==> src/hw/rlc_regs.svh <==
`ifndef RLC_REGS_SVH
`define RLC_REGS_SVH

// Register offsets on the serial command port
`define RLC_OFS_STATUS 7'h01
`define RLC_OFS_INT_ENABLE 7'h02
`define RLC_OFS_FORMAT 7'h03
`define RLC_OFS_PIPE_RX_EN 7'h04
`define RLC_OFS_PIPE_ACK_EN 7'h05
`define RLC_OFS_PIPE_VARLEN_EN 7'h06
`define RLC_OFS_ACK_RESEND_DLY 7'h07
`define RLC_OFS_RESEND_COUNT 7'h08
`define RLC_OFS_PIPE1_LENGTH 7'h16

// Reset values
`define RLC_RST_INT_ENABLE 8'h30
`define RLC_RST_FORMAT 8'h33
`define RLC_RST_PIPE_RX_EN 8'hFF
`define RLC_RST_PIPE_ACK_EN 8'h00
`define RLC_RST_PIPE_VARLEN_EN 8'h00
`define RLC_RST_ACK_RESEND_DLY 8'h00
`define RLC_RST_MAX_RESEND 4'h0
`define RLC_RST_PIPE1_LENGTH 6'h00

// Interrupt enable fields
`define RLC_IE_POLARITY 7
`define RLC_IE_LIMIT 3
`define RLC_IE_TX_EMPTY 2
`define RLC_IE_RX_EMPTY 1
`define RLC_IE_SIG_MEAS 0
`define RLC_IE_WMASK 8'hBF

// Status fields
`define RLC_ST_LIMIT 3
`define RLC_ST_SIG_MEAS 2
`define RLC_ST_TX_EMPTY 1
`define RLC_ST_RX_NOT_EMPTY 0

// Format fields
`define RLC_FMT_ADDR_LEN_HI 6
`define RLC_FMT_ADDR_LEN_LO 5
`define RLC_FMT_RATE 4
`define RLC_FMT_POWER_HI 3
`define RLC_FMT_POWER_LO 2
`define RLC_FMT_CRC_EN 1
`define RLC_FMT_CRC_LEN 0
`define RLC_FMT_WMASK 8'h7F

// Delay and count fields
`define RLC_DLY_ACK_HI 7
`define RLC_DLY_ACK_LO 4
`define RLC_DLY_RESEND_HI 3
`define RLC_DLY_RESEND_LO 0
`define RLC_CNT_MAX_HI 7
`define RLC_CNT_MAX_LO 4

// Serial command byte
`define RLC_CMD_WRITE 7

// Timing: one delay step
`define RLC_STEP_US 250
`define RLC_CLK_MHZ 100
`define RLC_STEP_CYCLES (`RLC_STEP_US * `RLC_CLK_MHZ)

`endif

==> src/hw/rlc_pkg.sv <==
package rlc_pkg;

  typedef enum logic [1:0] {
    RLC_PH_CMD = 2'b00,
    RLC_PH_DATA = 2'b01,
    RLC_PH_DONE = 2'b10
  } rlc_phase_t;

  typedef enum logic [1:0] {
    RLC_T_IDLE = 2'b00,
    RLC_T_WAIT = 2'b01
  } rlc_timer_state_t;

endpackage : rlc_pkg

==> src/hw/rlc_resend_timer.sv <==
`timescale 1ns/1ns
`default_nettype none

module rlc_resend_timer
  import rlc_pkg::*;
#(
  parameter int unsigned STEP_CYCLES = 25000
) (
  input wire logic sys_clk, // System clock
  input wire logic rst_n, // Synchronous reset, active low
  input wire logic new_packet, // Pulse: fresh payload, counters restart
  input wire logic tx_sent, // Pulse: packet left the air, ack awaited
  input wire logic ack_rcvd, // Pulse: acknowledgement arrived
  input wire logic limit_hold, // Limit flag still set, resends stalled
  input wire logic [3:0] ack_wait, // Ack wait delay code
  input wire logic [3:0] resend_delay, // Resend delay code
  input wire logic [3:0] max_resend, // Resend limit
  output logic resend_req, // Pulse: send the packet again
  output logic limit_evt, // Pulse: limit reached
  output logic [3:0] resend_cnt // Resends done for this packet
);

  rlc_timer_state_t state_q;
  logic [1:0] mult_q;
  logic [5:0] steps_q;
  logic [31:0] presc_q;
  wire [5:0] rsd_part = {4'b0000, mult_q} * {2'b00, resend_delay};
  wire [5:0] total_steps = 6'({2'b00, ack_wait} + 6'd1) + rsd_part;
  wire step_end = (presc_q == STEP_CYCLES - 1);
  wire timeout = step_end && (steps_q == 6'd1);

  always_ff @(posedge sys_clk) begin
    if (!rst_n) begin
      state_q <= RLC_T_IDLE;
      mult_q <= 2'd1;
      steps_q <= 6'd0;
      presc_q <= 32'd0;
      resend_req <= 1'b0;
      limit_evt <= 1'b0;
      resend_cnt <= 4'h0;
    end else begin
      resend_req <= 1'b0;
      limit_evt <= 1'b0;
      case (state_q)
        RLC_T_IDLE: begin
          if (new_packet) begin
            resend_cnt <= 4'h0;
            mult_q <= 2'd1;
          end else if (tx_sent && !limit_hold) begin
            state_q <= RLC_T_WAIT;
            steps_q <= total_steps;
            presc_q <= 32'd0;
          end
        end
        RLC_T_WAIT: begin
          if (ack_rcvd || new_packet) begin
            state_q <= RLC_T_IDLE;
            if (new_packet) begin
              resend_cnt <= 4'h0;
              mult_q <= 2'd1;
            end
          end else if (timeout) begin
            state_q <= RLC_T_IDLE;
            if (resend_cnt == max_resend) begin
              limit_evt <= 1'b1;
            end else begin
              resend_req <= 1'b1;
              resend_cnt <= resend_cnt + 4'h1;
              mult_q <= (mult_q == 2'd3) ? 2'd1 : mult_q + 2'd1;
            end
          end else if (step_end) begin
            presc_q <= 32'd0;
            steps_q <= steps_q - 6'd1;
          end else begin
            presc_q <= presc_q + 32'd1;
          end
        end
        default: begin
          state_q <= RLC_T_IDLE;
        end
      endcase
    end
  end

endmodule : rlc_resend_timer

`default_nettype wire

==> src/hw/rlc_spi_slave.sv <==
`timescale 1ns/1ns
`default_nettype none

module rlc_spi_slave (
  input wire logic sys_clk, // System clock
  input wire logic rst_n, // Synchronous reset, active low
  input wire logic spi_csn, // Chip select, active low
  input wire logic spi_sck, // Serial clock, mode 0
  input wire logic spi_mosi, // Serial data in
  input wire logic load, // Load next outgoing byte
  input wire logic [7:0] tx_byte, // Outgoing byte
  output logic spi_miso, // Serial data out
  output logic spi_miso_oe, // Drive enable for serial data out
  output logic sel_start, // Pulse at select falling
  output logic byte_done, // Pulse after eighth bit
  output logic [7:0] rx_byte // Last complete byte
);

  logic sck_q;
  logic csn_q;
  logic [2:0] bit_cnt_q;
  logic [6:0] in_sh_q;
  logic [7:0] out_sh_q;
  wire sck_rise = spi_sck & ~sck_q & ~spi_csn;
  wire sck_fall = ~spi_sck & sck_q & ~spi_csn;
  wire csn_fall = csn_q & ~spi_csn;

  assign spi_miso = out_sh_q[7];

  always_ff @(posedge sys_clk) begin
    if (!rst_n) begin
      sck_q <= 1'b0;
      csn_q <= 1'b1;
      bit_cnt_q <= 3'd0;
      in_sh_q <= 7'h00;
      out_sh_q <= 8'h00;
      spi_miso_oe <= 1'b0;
      sel_start <= 1'b0;
      byte_done <= 1'b0;
      rx_byte <= 8'h00;
    end else begin
      sck_q <= spi_sck;
      csn_q <= spi_csn;
      spi_miso_oe <= ~spi_csn;
      sel_start <= csn_fall;
      byte_done <= sck_rise & (bit_cnt_q == 3'd7);
      if (spi_csn) begin
        bit_cnt_q <= 3'd0;
      end else if (sck_rise) begin
        bit_cnt_q <= bit_cnt_q + 3'd1;
        in_sh_q <= {in_sh_q[5:0], spi_mosi};
        if (bit_cnt_q == 3'd7) begin
          rx_byte <= {in_sh_q, spi_mosi};
        end
      end
      if (load) begin
        out_sh_q <= tx_byte;
      end else if (sck_fall && bit_cnt_q != 3'd0) begin
        out_sh_q <= {out_sh_q[6:0], 1'b0};
      end
    end
  end

endmodule : rlc_spi_slave

`default_nettype wire

==> src/hw/rlc_top.sv <==
// What this block does
// - Transmit FIFO empty raises the interrupt when enable bit 2 is set.
// - Receive FIFO empty raises the interrupt when enable bit 1 is set.
// - Finished signal-strength update raises the interrupt when enable bit 0 set.
// - Address length field 6:5 gives 2, 3, 4 bytes; code 00 forbidden.
// - Rate bit 4, reset 1: clear 250 kbps, set 2 Mbps.
// - Power field 3:2 picks -20, -14, -8, 0 dBm.
// - Checksum enable bit 1, reset 1, adds and checks packet CRC.
// - Checksum length bit 0, reset 1: clear one byte, set two.
// - Eight per-pipe auto-acknowledge enables, bit n-1 for pipe n, reset 0.
// - Eight per-pipe dynamic length enables, bit n-1 for pipe n, reset 0.
// - Ack wait field 7:4 waits (code+1) steps of 250 us.
// - Each resend waits ack wait plus cycling multiple of resend delay.
// - Resend delay multiple cycles 1, 2, 3, then repeats.
// - Resend delay in 250 us steps; code 0000 adds nothing.
// - Field 7:4, reset 0000, caps automatic resends per packet.
// - Reaching the cap sets limit flag, cleared by writing 1.
// - Pipe without dynamic length uses a fixed length: pipe 1 its programmed one, pipes 2 to 8 rx_other_fixed_length.
// - Interrupt pin active low if polarity bit 7 is 0, else high.
`timescale 1ns/1ns
`default_nettype none
`include "rlc_regs.svh"

module rlc_top
  import rlc_pkg::*;
#(
  parameter int unsigned STEP_CYCLES = `RLC_STEP_CYCLES
) (
  input wire logic sys_clk, // System clock, 100 MHz
  input wire logic rst_n, // Synchronous reset, active low
  input wire logic spi_csn, // Command port select, active low
  input wire logic spi_sck, // Command port clock
  input wire logic spi_mosi, // Command port data in
  output logic spi_miso, // Command port data out
  output logic spi_miso_oe, // Data out drive enable
  input wire logic tx_fifo_empty, // Transmit FIFO holds nothing
  input wire logic rx_fifo_empty, // Receive FIFO holds nothing
  input wire logic sig_meas_done, // Pulse: signal-strength update done
  input wire logic new_packet, // Pulse: new payload loaded for send
  input wire logic tx_sent, // Pulse: packet sent, ack awaited
  input wire logic ack_rcvd, // Pulse: ack received
  input wire logic [2:0] rx_pipe, // Pipe of current receive, 0 is pipe 1
  input wire logic [5:0] rx_dyn_length, // Length carried in the packet
  input wire logic [5:0] rx_other_fixed_length, // Fixed length, pipes 2 to 8
  output logic int_pin, // Interrupt pin
  output logic [1:0] group_address_length, // Address length code
  output logic [2:0] address_bytes, // Address bytes, 0 when code invalid
  output logic air_rate_select, // 1: 2 Mbps, 0: 250 kbps
  output logic [1:0] output_power_level, // Transmit power code
  output logic checksum_enable, // Packet CRC on
  output logic checksum_length, // 1: two-byte CRC
  output logic [1:0] crc_bytes, // CRC bytes on air, 0 when off
  output logic [7:0] pipe_rx_enable, // Receive enable per pipe
  output logic [7:0] pipe_ack_enable, // Auto-ack enable per pipe
  output logic [7:0] pipe_varlen_enable, // Dynamic length enable per pipe
  output logic [5:0] rx_payload_length, // Length in use for current pipe
  output logic resend_req, // Pulse: resend the packet
  output logic [3:0] resend_counter // Resends for this packet
);

  ////////////////////////////////////////////////////////////////////////////
  // Registers
  logic [7:0] int_enable_ctrl_q;
  logic [7:0] radio_format_config_q;
  logic [7:0] pipe_receive_enable_q;
  logic [7:0] pipe_auto_ack_enable_q;
  logic [7:0] pipe_dynamic_length_enable_q;
  logic [7:0] ack_and_resend_delay_q;
  logic [3:0] max_resend_count_q;
  logic [5:0] pipe1_fixed_length_q;

  logic resend_limit_flag_q;
  logic sig_meas_flag_q;

  rlc_phase_t phase_q;
  logic cmd_write_q;
  logic [6:0] cmd_addr_q;
  logic load_q;
  logic [7:0] load_byte_q;

  ////////////////////////////////////////////////////////////////////////////
  // Command port
  logic sel_start;
  logic byte_done;
  logic [7:0] rx_byte;

  logic limit_evt;

  rlc_spi_slave u_spi (
    .sys_clk(sys_clk),
    .rst_n(rst_n),
    .spi_csn(spi_csn),
    .spi_sck(spi_sck),
    .spi_mosi(spi_mosi),
    .load(load_q),
    .tx_byte(load_byte_q),
    .spi_miso(spi_miso),
    .spi_miso_oe(spi_miso_oe),
    .sel_start(sel_start),
    .byte_done(byte_done),
    .rx_byte(rx_byte)
  );

  wire [7:0] status_byte = {4'h0, resend_limit_flag_q, sig_meas_flag_q,
                            tx_fifo_empty, ~rx_fifo_empty};

  wire cmd_taken = byte_done && (phase_q == RLC_PH_CMD);
  wire data_taken = byte_done && (phase_q == RLC_PH_DATA);

  // Write strobes
  wire wr_en = data_taken && cmd_write_q;
  wire wr_status = wr_en && (cmd_addr_q == `RLC_OFS_STATUS);
  wire wr_ie = wr_en && (cmd_addr_q == `RLC_OFS_INT_ENABLE);
  wire wr_fmt = wr_en && (cmd_addr_q == `RLC_OFS_FORMAT);
  wire wr_rxen = wr_en && (cmd_addr_q == `RLC_OFS_PIPE_RX_EN);
  wire wr_ack = wr_en && (cmd_addr_q == `RLC_OFS_PIPE_ACK_EN);
  wire wr_varlen = wr_en && (cmd_addr_q == `RLC_OFS_PIPE_VARLEN_EN);
  wire wr_dly = wr_en && (cmd_addr_q == `RLC_OFS_ACK_RESEND_DLY);
  wire wr_cnt = wr_en && (cmd_addr_q == `RLC_OFS_RESEND_COUNT);
  wire wr_len = wr_en && (cmd_addr_q == `RLC_OFS_PIPE1_LENGTH);

  // Write-1-to-clear status bits
  wire clr_limit = wr_status && rx_byte[`RLC_ST_LIMIT];
  wire clr_sig = wr_status && rx_byte[`RLC_ST_SIG_MEAS];

  logic [7:0] rd_data;
  always_comb begin
    case (rx_byte[6:0])
      `RLC_OFS_STATUS: rd_data = status_byte;
      `RLC_OFS_INT_ENABLE: rd_data = int_enable_ctrl_q;
      `RLC_OFS_FORMAT: rd_data = radio_format_config_q;
      `RLC_OFS_PIPE_RX_EN: rd_data = pipe_receive_enable_q;
      `RLC_OFS_PIPE_ACK_EN: rd_data = pipe_auto_ack_enable_q;
      `RLC_OFS_PIPE_VARLEN_EN: rd_data = pipe_dynamic_length_enable_q;
      `RLC_OFS_ACK_RESEND_DLY: rd_data = ack_and_resend_delay_q;
      `RLC_OFS_RESEND_COUNT: rd_data = {max_resend_count_q, resend_counter};
      `RLC_OFS_PIPE1_LENGTH: rd_data = {2'b00, pipe1_fixed_length_q};
      default: rd_data = 8'h00;
    endcase
  end

  // Phase tracking, one register per select
  always_ff @(posedge sys_clk) begin
    if (!rst_n) begin
      phase_q <= RLC_PH_CMD;
      cmd_write_q <= 1'b0;
      cmd_addr_q <= 7'h00;
      load_q <= 1'b0;
      load_byte_q <= 8'h00;
    end else begin
      load_q <= sel_start | cmd_taken;
      load_byte_q <= sel_start ? status_byte : rd_data;
      if (spi_csn) begin
        phase_q <= RLC_PH_CMD;
      end else if (cmd_taken) begin
        phase_q <= RLC_PH_DATA;
        cmd_write_q <= rx_byte[`RLC_CMD_WRITE];
        cmd_addr_q <= rx_byte[6:0];
      end else if (data_taken) begin
        phase_q <= RLC_PH_DONE;
      end
    end
  end

  ////////////////////////////////////////////////////////////////////////////
  // Configuration storage
  always_ff @(posedge sys_clk) begin
    if (!rst_n) begin
      int_enable_ctrl_q <= `RLC_RST_INT_ENABLE;
      radio_format_config_q <= `RLC_RST_FORMAT;
      pipe_receive_enable_q <= `RLC_RST_PIPE_RX_EN;
      pipe_auto_ack_enable_q <= `RLC_RST_PIPE_ACK_EN;
      pipe_dynamic_length_enable_q <= `RLC_RST_PIPE_VARLEN_EN;
      ack_and_resend_delay_q <= `RLC_RST_ACK_RESEND_DLY;
      max_resend_count_q <= `RLC_RST_MAX_RESEND;
      pipe1_fixed_length_q <= `RLC_RST_PIPE1_LENGTH;
    end else begin
      if (wr_ie) begin
        int_enable_ctrl_q <= rx_byte & `RLC_IE_WMASK;
      end
      if (wr_fmt) begin
        radio_format_config_q <= rx_byte & `RLC_FMT_WMASK;
      end
      if (wr_rxen) begin
        pipe_receive_enable_q <= rx_byte;
      end
      if (wr_ack) begin
        pipe_auto_ack_enable_q <= rx_byte;
      end
      if (wr_varlen) begin
        pipe_dynamic_length_enable_q <= rx_byte;
      end
      if (wr_dly) begin
        ack_and_resend_delay_q <= rx_byte;
      end
      if (wr_cnt) begin
        max_resend_count_q <= rx_byte[`RLC_CNT_MAX_HI:`RLC_CNT_MAX_LO];
      end
      if (wr_len) begin
        pipe1_fixed_length_q <= rx_byte[5:0];
      end
    end
  end

  ////////////////////////////////////////////////////////////////////////////
  // Sticky flags, a set beats a clear in the same cycle
  always_ff @(posedge sys_clk) begin
    if (!rst_n) begin
      resend_limit_flag_q <= 1'b0;
      sig_meas_flag_q <= 1'b0;
    end else begin
      if (limit_evt) begin
        resend_limit_flag_q <= 1'b1;
      end else if (clr_limit) begin
        resend_limit_flag_q <= 1'b0;
      end
      if (sig_meas_done) begin
        sig_meas_flag_q <= 1'b1;
      end else if (clr_sig) begin
        sig_meas_flag_q <= 1'b0;
      end
    end
  end

  ////////////////////////////////////////////////////////////////////////////
  // Resend timing
  rlc_resend_timer #(
    .STEP_CYCLES(STEP_CYCLES)
  ) u_timer (
    .sys_clk(sys_clk),
    .rst_n(rst_n),
    .new_packet(new_packet),
    .tx_sent(tx_sent),
    .ack_rcvd(ack_rcvd),
    .limit_hold(resend_limit_flag_q),
    .ack_wait(ack_and_resend_delay_q[`RLC_DLY_ACK_HI:`RLC_DLY_ACK_LO]),
    .resend_delay(ack_and_resend_delay_q[`RLC_DLY_RESEND_HI:`RLC_DLY_RESEND_LO]),
    .max_resend(max_resend_count_q),
    .resend_req(resend_req),
    .limit_evt(limit_evt),
    .resend_cnt(resend_counter)
  );

  ////////////////////////////////////////////////////////////////////////////
  // Interrupt pin
  wire pend_tx = int_enable_ctrl_q[`RLC_IE_TX_EMPTY] & tx_fifo_empty;
  wire pend_rx = int_enable_ctrl_q[`RLC_IE_RX_EMPTY] & rx_fifo_empty;
  wire pend_sig = int_enable_ctrl_q[`RLC_IE_SIG_MEAS] & sig_meas_flag_q;
  wire pend_lim = int_enable_ctrl_q[`RLC_IE_LIMIT] & resend_limit_flag_q;

  wire int_pending = pend_tx | pend_rx | pend_sig | pend_lim;
  wire int_polarity = int_enable_ctrl_q[`RLC_IE_POLARITY];

  always_ff @(posedge sys_clk) begin
    if (!rst_n) begin
      int_pin <= 1'b1;
    end else begin
      int_pin <= int_polarity ? int_pending : ~int_pending;
    end
  end

  ////////////////////////////////////////////////////////////////////////////
  // Decoded configuration
  wire [1:0] addr_code = radio_format_config_q[`RLC_FMT_ADDR_LEN_HI:`RLC_FMT_ADDR_LEN_LO];
  wire crc_on = radio_format_config_q[`RLC_FMT_CRC_EN];
  wire crc_two = radio_format_config_q[`RLC_FMT_CRC_LEN];

  // Payload length source
  wire pipe_varlen = pipe_dynamic_length_enable_q[rx_pipe];
  wire [5:0] fixed_len = (rx_pipe == 3'd0) ? pipe1_fixed_length_q : rx_other_fixed_length;

  always_ff @(posedge sys_clk) begin
    if (!rst_n) begin
      group_address_length <= 2'b01;
      address_bytes <= 3'd2;
      air_rate_select <= 1'b1;
      output_power_level <= 2'b00;
      checksum_enable <= 1'b1;
      checksum_length <= 1'b1;
      crc_bytes <= 2'd2;
      pipe_rx_enable <= 8'hFF;
      pipe_ack_enable <= 8'h00;
      pipe_varlen_enable <= 8'h00;
      rx_payload_length <= 6'd0;
    end else begin
      group_address_length <= addr_code;
      address_bytes <= (addr_code == 2'b00) ? 3'd0 : 3'({1'b0, addr_code} + 3'd1);
      air_rate_select <= radio_format_config_q[`RLC_FMT_RATE];
      output_power_level <= radio_format_config_q[`RLC_FMT_POWER_HI:`RLC_FMT_POWER_LO];
      checksum_enable <= crc_on;
      checksum_length <= crc_two;
      crc_bytes <= !crc_on ? 2'd0 : (crc_two ? 2'd2 : 2'd1);
      pipe_rx_enable <= pipe_receive_enable_q;
      pipe_ack_enable <= pipe_auto_ack_enable_q;
      pipe_varlen_enable <= pipe_dynamic_length_enable_q;
      rx_payload_length <= pipe_varlen ? rx_dyn_length : fixed_len;
    end
  end

endmodule : rlc_top

`default_nettype wire
==> config.mk <==
export PLATFORM = sky130hd
export DESIGN_NAME = rlc_top
export DESIGN_NICKNAME = d
export VERILOG_FILES = /design/src/hw/rlc_pkg.sv /design/src/hw/rlc_resend_timer.sv /design/src/hw/rlc_spi_slave.sv /design/src/hw/rlc_top.sv
export VERILOG_INCLUDE_DIRS = /design/src /design/src/hw
export SDC_FILE = /design/constraint.sdc
export NUM_CORES = 1
export LEC_CHECK = 0
export ABC_AREA = 1
export BUFFER_PORTS_ARGS = -buffer_cell sky130_fd_sc_hd__buf_4
export CAP_MARGIN = 20
export CORE_ASPECT_RATIO = 0.5
export CORE_UTILIZATION = 42
export DETAILED_ROUTE_END_ITERATION = 16
export PLACE_DENSITY = 0.57
export SYNTH_ARGS = -nofsm -noshare
export SYNTH_HDL_FRONTEND = slang
export SYNTH_SLANG_ARGS = --single-unit
==> constraint.sdc <==
create_clock -name sys_clk -period 4.8 [get_ports sys_clk]
set_input_delay 0.96 -clock sys_clk [delete_from_list [all_inputs] [get_ports sys_clk]]
set_output_delay 0.96 -clock sys_clk [all_outputs]
set_load 0.02 [all_outputs]
==> impl_metrics.yaml <==
run_status:
  status: "complete, no violations"
hold_path:
  worstHoldStart: "u_spi.csn_q"
  min_to: "u_spi.sel_start"
  hold_class: "flip-flop to flip-flop"
  hold_depth: 2
detailed_routing:
  route.detailed.drc: 0
  wl_per_cell_um: 14.8
  via_count: 8946
  drt_iter0_markers: 621
  dr.pass1.iters: 5
  drtAntennaViolNets: 0
  routed_wl_um: 26000
  detail_route.vias_per_cell: 5.09
finish:
  drive_gt1_frac: 0.0975
  final_cell_mix: "nand2_1, nor2_1, dfxtp_1"
  fill_cells: 2225
  antenna_cells: 0
  multi_input_area_um2: 4670
  fin_util: 0.492
  synthToLayoutAreaGrowth_pct: 13.8
  seqCellArea_um2: 3960
  nets: 1491
  final_common_cell: "nand2_1"
yosys:
  avgSynthCellArea_um2: 6.78
  synth_area_um2: 9480
  ys_types: 37
  ys_ff_latch: 198
  netlist_instances: 1398
  seq_area_frac_synth: 0.418
  synth_fp_nets: 1445
  yosys_warnings: 0
floorplanning:
  rows: 38
  start_util: 0.432
  dieArea_um2: 23200
  io_pins: 76
  core_area_um2: 21900
  die_h_um: 108
  die_w_um: 214
grt:
  grt-ovfl-total: 0
  grt_pass1_wl_um: 42200
  grt_pass1_vias: 8145
  antenna_found_initial: 0
  track_usage: 0.232
  grt_max_degree: 108
critical_path:
  worstReg2RegStart: "ack_and_resend_delay_q[5]"
  cp_slowest_cell: "fa_1"
  path_cells: "ha_1, inv_1, fa_1, inv_1, ha_1, inv_1, fa_1, nand3b_1, nand2_1, a21oi_1, o21ai_0, o21ai_0, nor2_1, nor2_1"
  slowest_delay_ps: 400
  rr_endpoint: "u_timer.steps_q[5]"
  worst-path-max-fanout: 4
  arrival_ps: 2920
  reg2regPathDepth: 14
  crit_path_end_kind: "flip-flop"
  required_ps: 5150
  critical_path_class: "flip-flop to flip-flop"
  start_kind: "flip-flop"
  reg2reg_setup_slack_ps: 2230
  crit_path_frequent_cell: "inv_1"
cts:
  postCtsSetupRepairBufs: 0
  cts_max_level: 4
  cts_hold_buf: 0
  insertion_delay_ps: 460
  clock_path_buffers: 2
  path_clk_slew_ps: 70
  cts_tree: "yes"
  cts_root_buf: "clkbuf_16"
  cts.sink_count: 198
  cts_made_buffers: 17
  post_cts_resized: 0
power_and_ir_drop:
  ir_drop_uv: 173
  power_w: 0.00322
  leakage_nw: 4.48
  power_density_nw_per_um2: 298
timing:
  period_share: 0.536
  rsz0062_at_grt: "false"
  relSlewSlack: 0.305
  setup_viol: 0
  maxSlewViolCount: 0
  skew_ps: 10.5
  min_period_ps: 2570
  maxClockFrequency_mhz: 388
  worst_pin_slew_ps: 1040
  setup_tns_ps: 0
  hold_viol: 0
placement:
  io_buffers: 75
  place.gp.congestion: 0.928
  hpwlAfterDp_um: 18700
job:
  cap_violations: 0
through the flow:
stage	setup WS (ps)	cells	hold WS, ps	instance area, µm²
after global routing	1970	1757	457	10800
final	2230	1757	424	10800
after CTS	2220	1757	425	10800
after floorplan	2450	1398	403	9480
after global placement	2270	1725	413	10200
after detailed placement	2230	1725	414	10200
routing by layer:
metal | track usage | share of wire
met1 | 0.305 | 0.48
met2 | 0.388 | 0.46
met3 | 0.0419 | 0.042
met5 | 0 | 0
met4 | 0.0750 | 0.017
report_power, final:
| part | internal (W) | total [W] | leakage [nW] | switching, W |
|---|---|---|---|---|
| clock | 0.000731 | 0.00140 | 0.284 | 0.000666 |
| combinational | 0.0000476 | 0.000152 | 2.60 | 0.000105 |
| sequential | 0.00166 | 0.00167 | 1.60 | 0.0000101 |
| total | 0.00244 | 0.00322 | 4.48 | 0.000781 |
synth_stat cells:
cell type	number	area share
nand2_1	366	0.14
nor2_1	208	0.082
dfxtp_1	198	0.42
inv_1	154	0.061
a21oi_1	95	0.050
o21ai_0	80	0.042
nand3_1	79	0.042
clkbuf_1	35	0.014
a211oi_1	19	0.015
ha_1	17	0.022
o211ai_1	17	0.013
inv_2	16	0.0063
xor2_1	15	0.014
nor3_1	14	0.0074
buf_2	10	0.0053
nand4_1	10	0.0066
a31oi_1	8	0.0053
o21ai_1	7	0.0037
o22ai_1	7	0.0046
xnor2_1	6	0.0055
fa_1	4	0.0084
or2_2	4	0.0026
buf_4	3	0.0024
nand2_2	3	0.0020
nand3b_1	3	0.0024
nor2_2	3	0.0020
buf_1	2	0.00079
nor2_4	2	0.0024
nor3_2	2	0.0021
nor4_1	2	0.0013
o221ai_1	2	0.0018
o31ai_1	2	0.0016
a221oi_1	1	0.00092
and3_1	1	0.00066
nand3_2	1	0.0011
nand4_2	1	0.0013
nor4_4	1	0.0022
critical path: cells and delay by family (launching register included):
family | cells | cell delay (ps)
flip-flops | 1 | 390
AO/OA/AOI/OAI | 3 | 240
adder cells (fa/ha/maj) | 4 | 1210
buffers and inverters | 3 | 200
AND/OR/NAND/NOR | 4 | 440
cells by family (layout without fill, tap and decap cells):
group / Yosys count / after routing / synth area share
xor gates and xnor gates: 21 / 21 / 0.0194
AOI/OAI and AO/OA: 238 / 238 / 0.139
adders and majority gates: 21 / 21 / 0.0309
and+or+nand+nor: 700 / 700 / 0.303
buffers and inverters: 220 / 279 / 0.0896
DFF: 198 / 198 / 0.418
layout make-up:
cell class | instances | area share
clock inverter | 10 | 0.00765
tap | 300 | 0.0348
sequential | 198 | 0.367
inverter | 170 | 0.0592
timing repair buffer | 77 | 0.0536
clock buffer | 22 | 0.0449
multi-input combinational | 980 | 0.432
how the worst max path moves through the flow:
| stage | start | end | slack (ps) | cells after the start |
|---|---|---|---|---|
| detailed placement | ack_and_resend_delay_q[5] | u_timer.steps_q[5] | 2230 | 14 |
| finish | ack_and_resend_delay_q[5] | u_timer.steps_q[5] | 2230 | 14 |
| global placement | ack_and_resend_delay_q[4] | u_timer.steps_q[5] | 2270 | 14 |
| floorplan | ack_and_resend_delay_q[4] | u_timer.steps_q[5] | 2450 | 14 |
| global route | u_timer.state_q[0] | u_timer.presc_q[28] | 1970 | 9 |
| CTS | u_timer.state_q[0] | u_timer.presc_q[28] | 2220 | 9 |
registers in the layout, summed over array words and instances (netlist names), 3 cells and up:
signal / count
pipe_varlen_enable: 8
pipe_dynamic_length_enable_q: 8
u_spi.in_sh_q: 7
u_spi.rx_byte: 8
pipe_receive_enable_q: 8
pipe1_fixed_length_q: 6
load_byte_q: 8
u_spi.bit_cnt_q: 3
cmd_addr_q: 7
address_bytes: 3
pipe_auto_ack_enable_q: 8
max_resend_count_q: 4
pipe_rx_enable: 8
int_enable_ctrl_q: 7
ack_and_resend_delay_q: 8
pipe_ack_enable: 8
rx_payload_length: 6
u_timer.presc_q: 32
u_timer.resend_cnt: 4
radio_format_config_q: 7
u_spi.out_sh_q: 8
u_timer.steps_q: 6
Power figures use the tool's default switching activity.
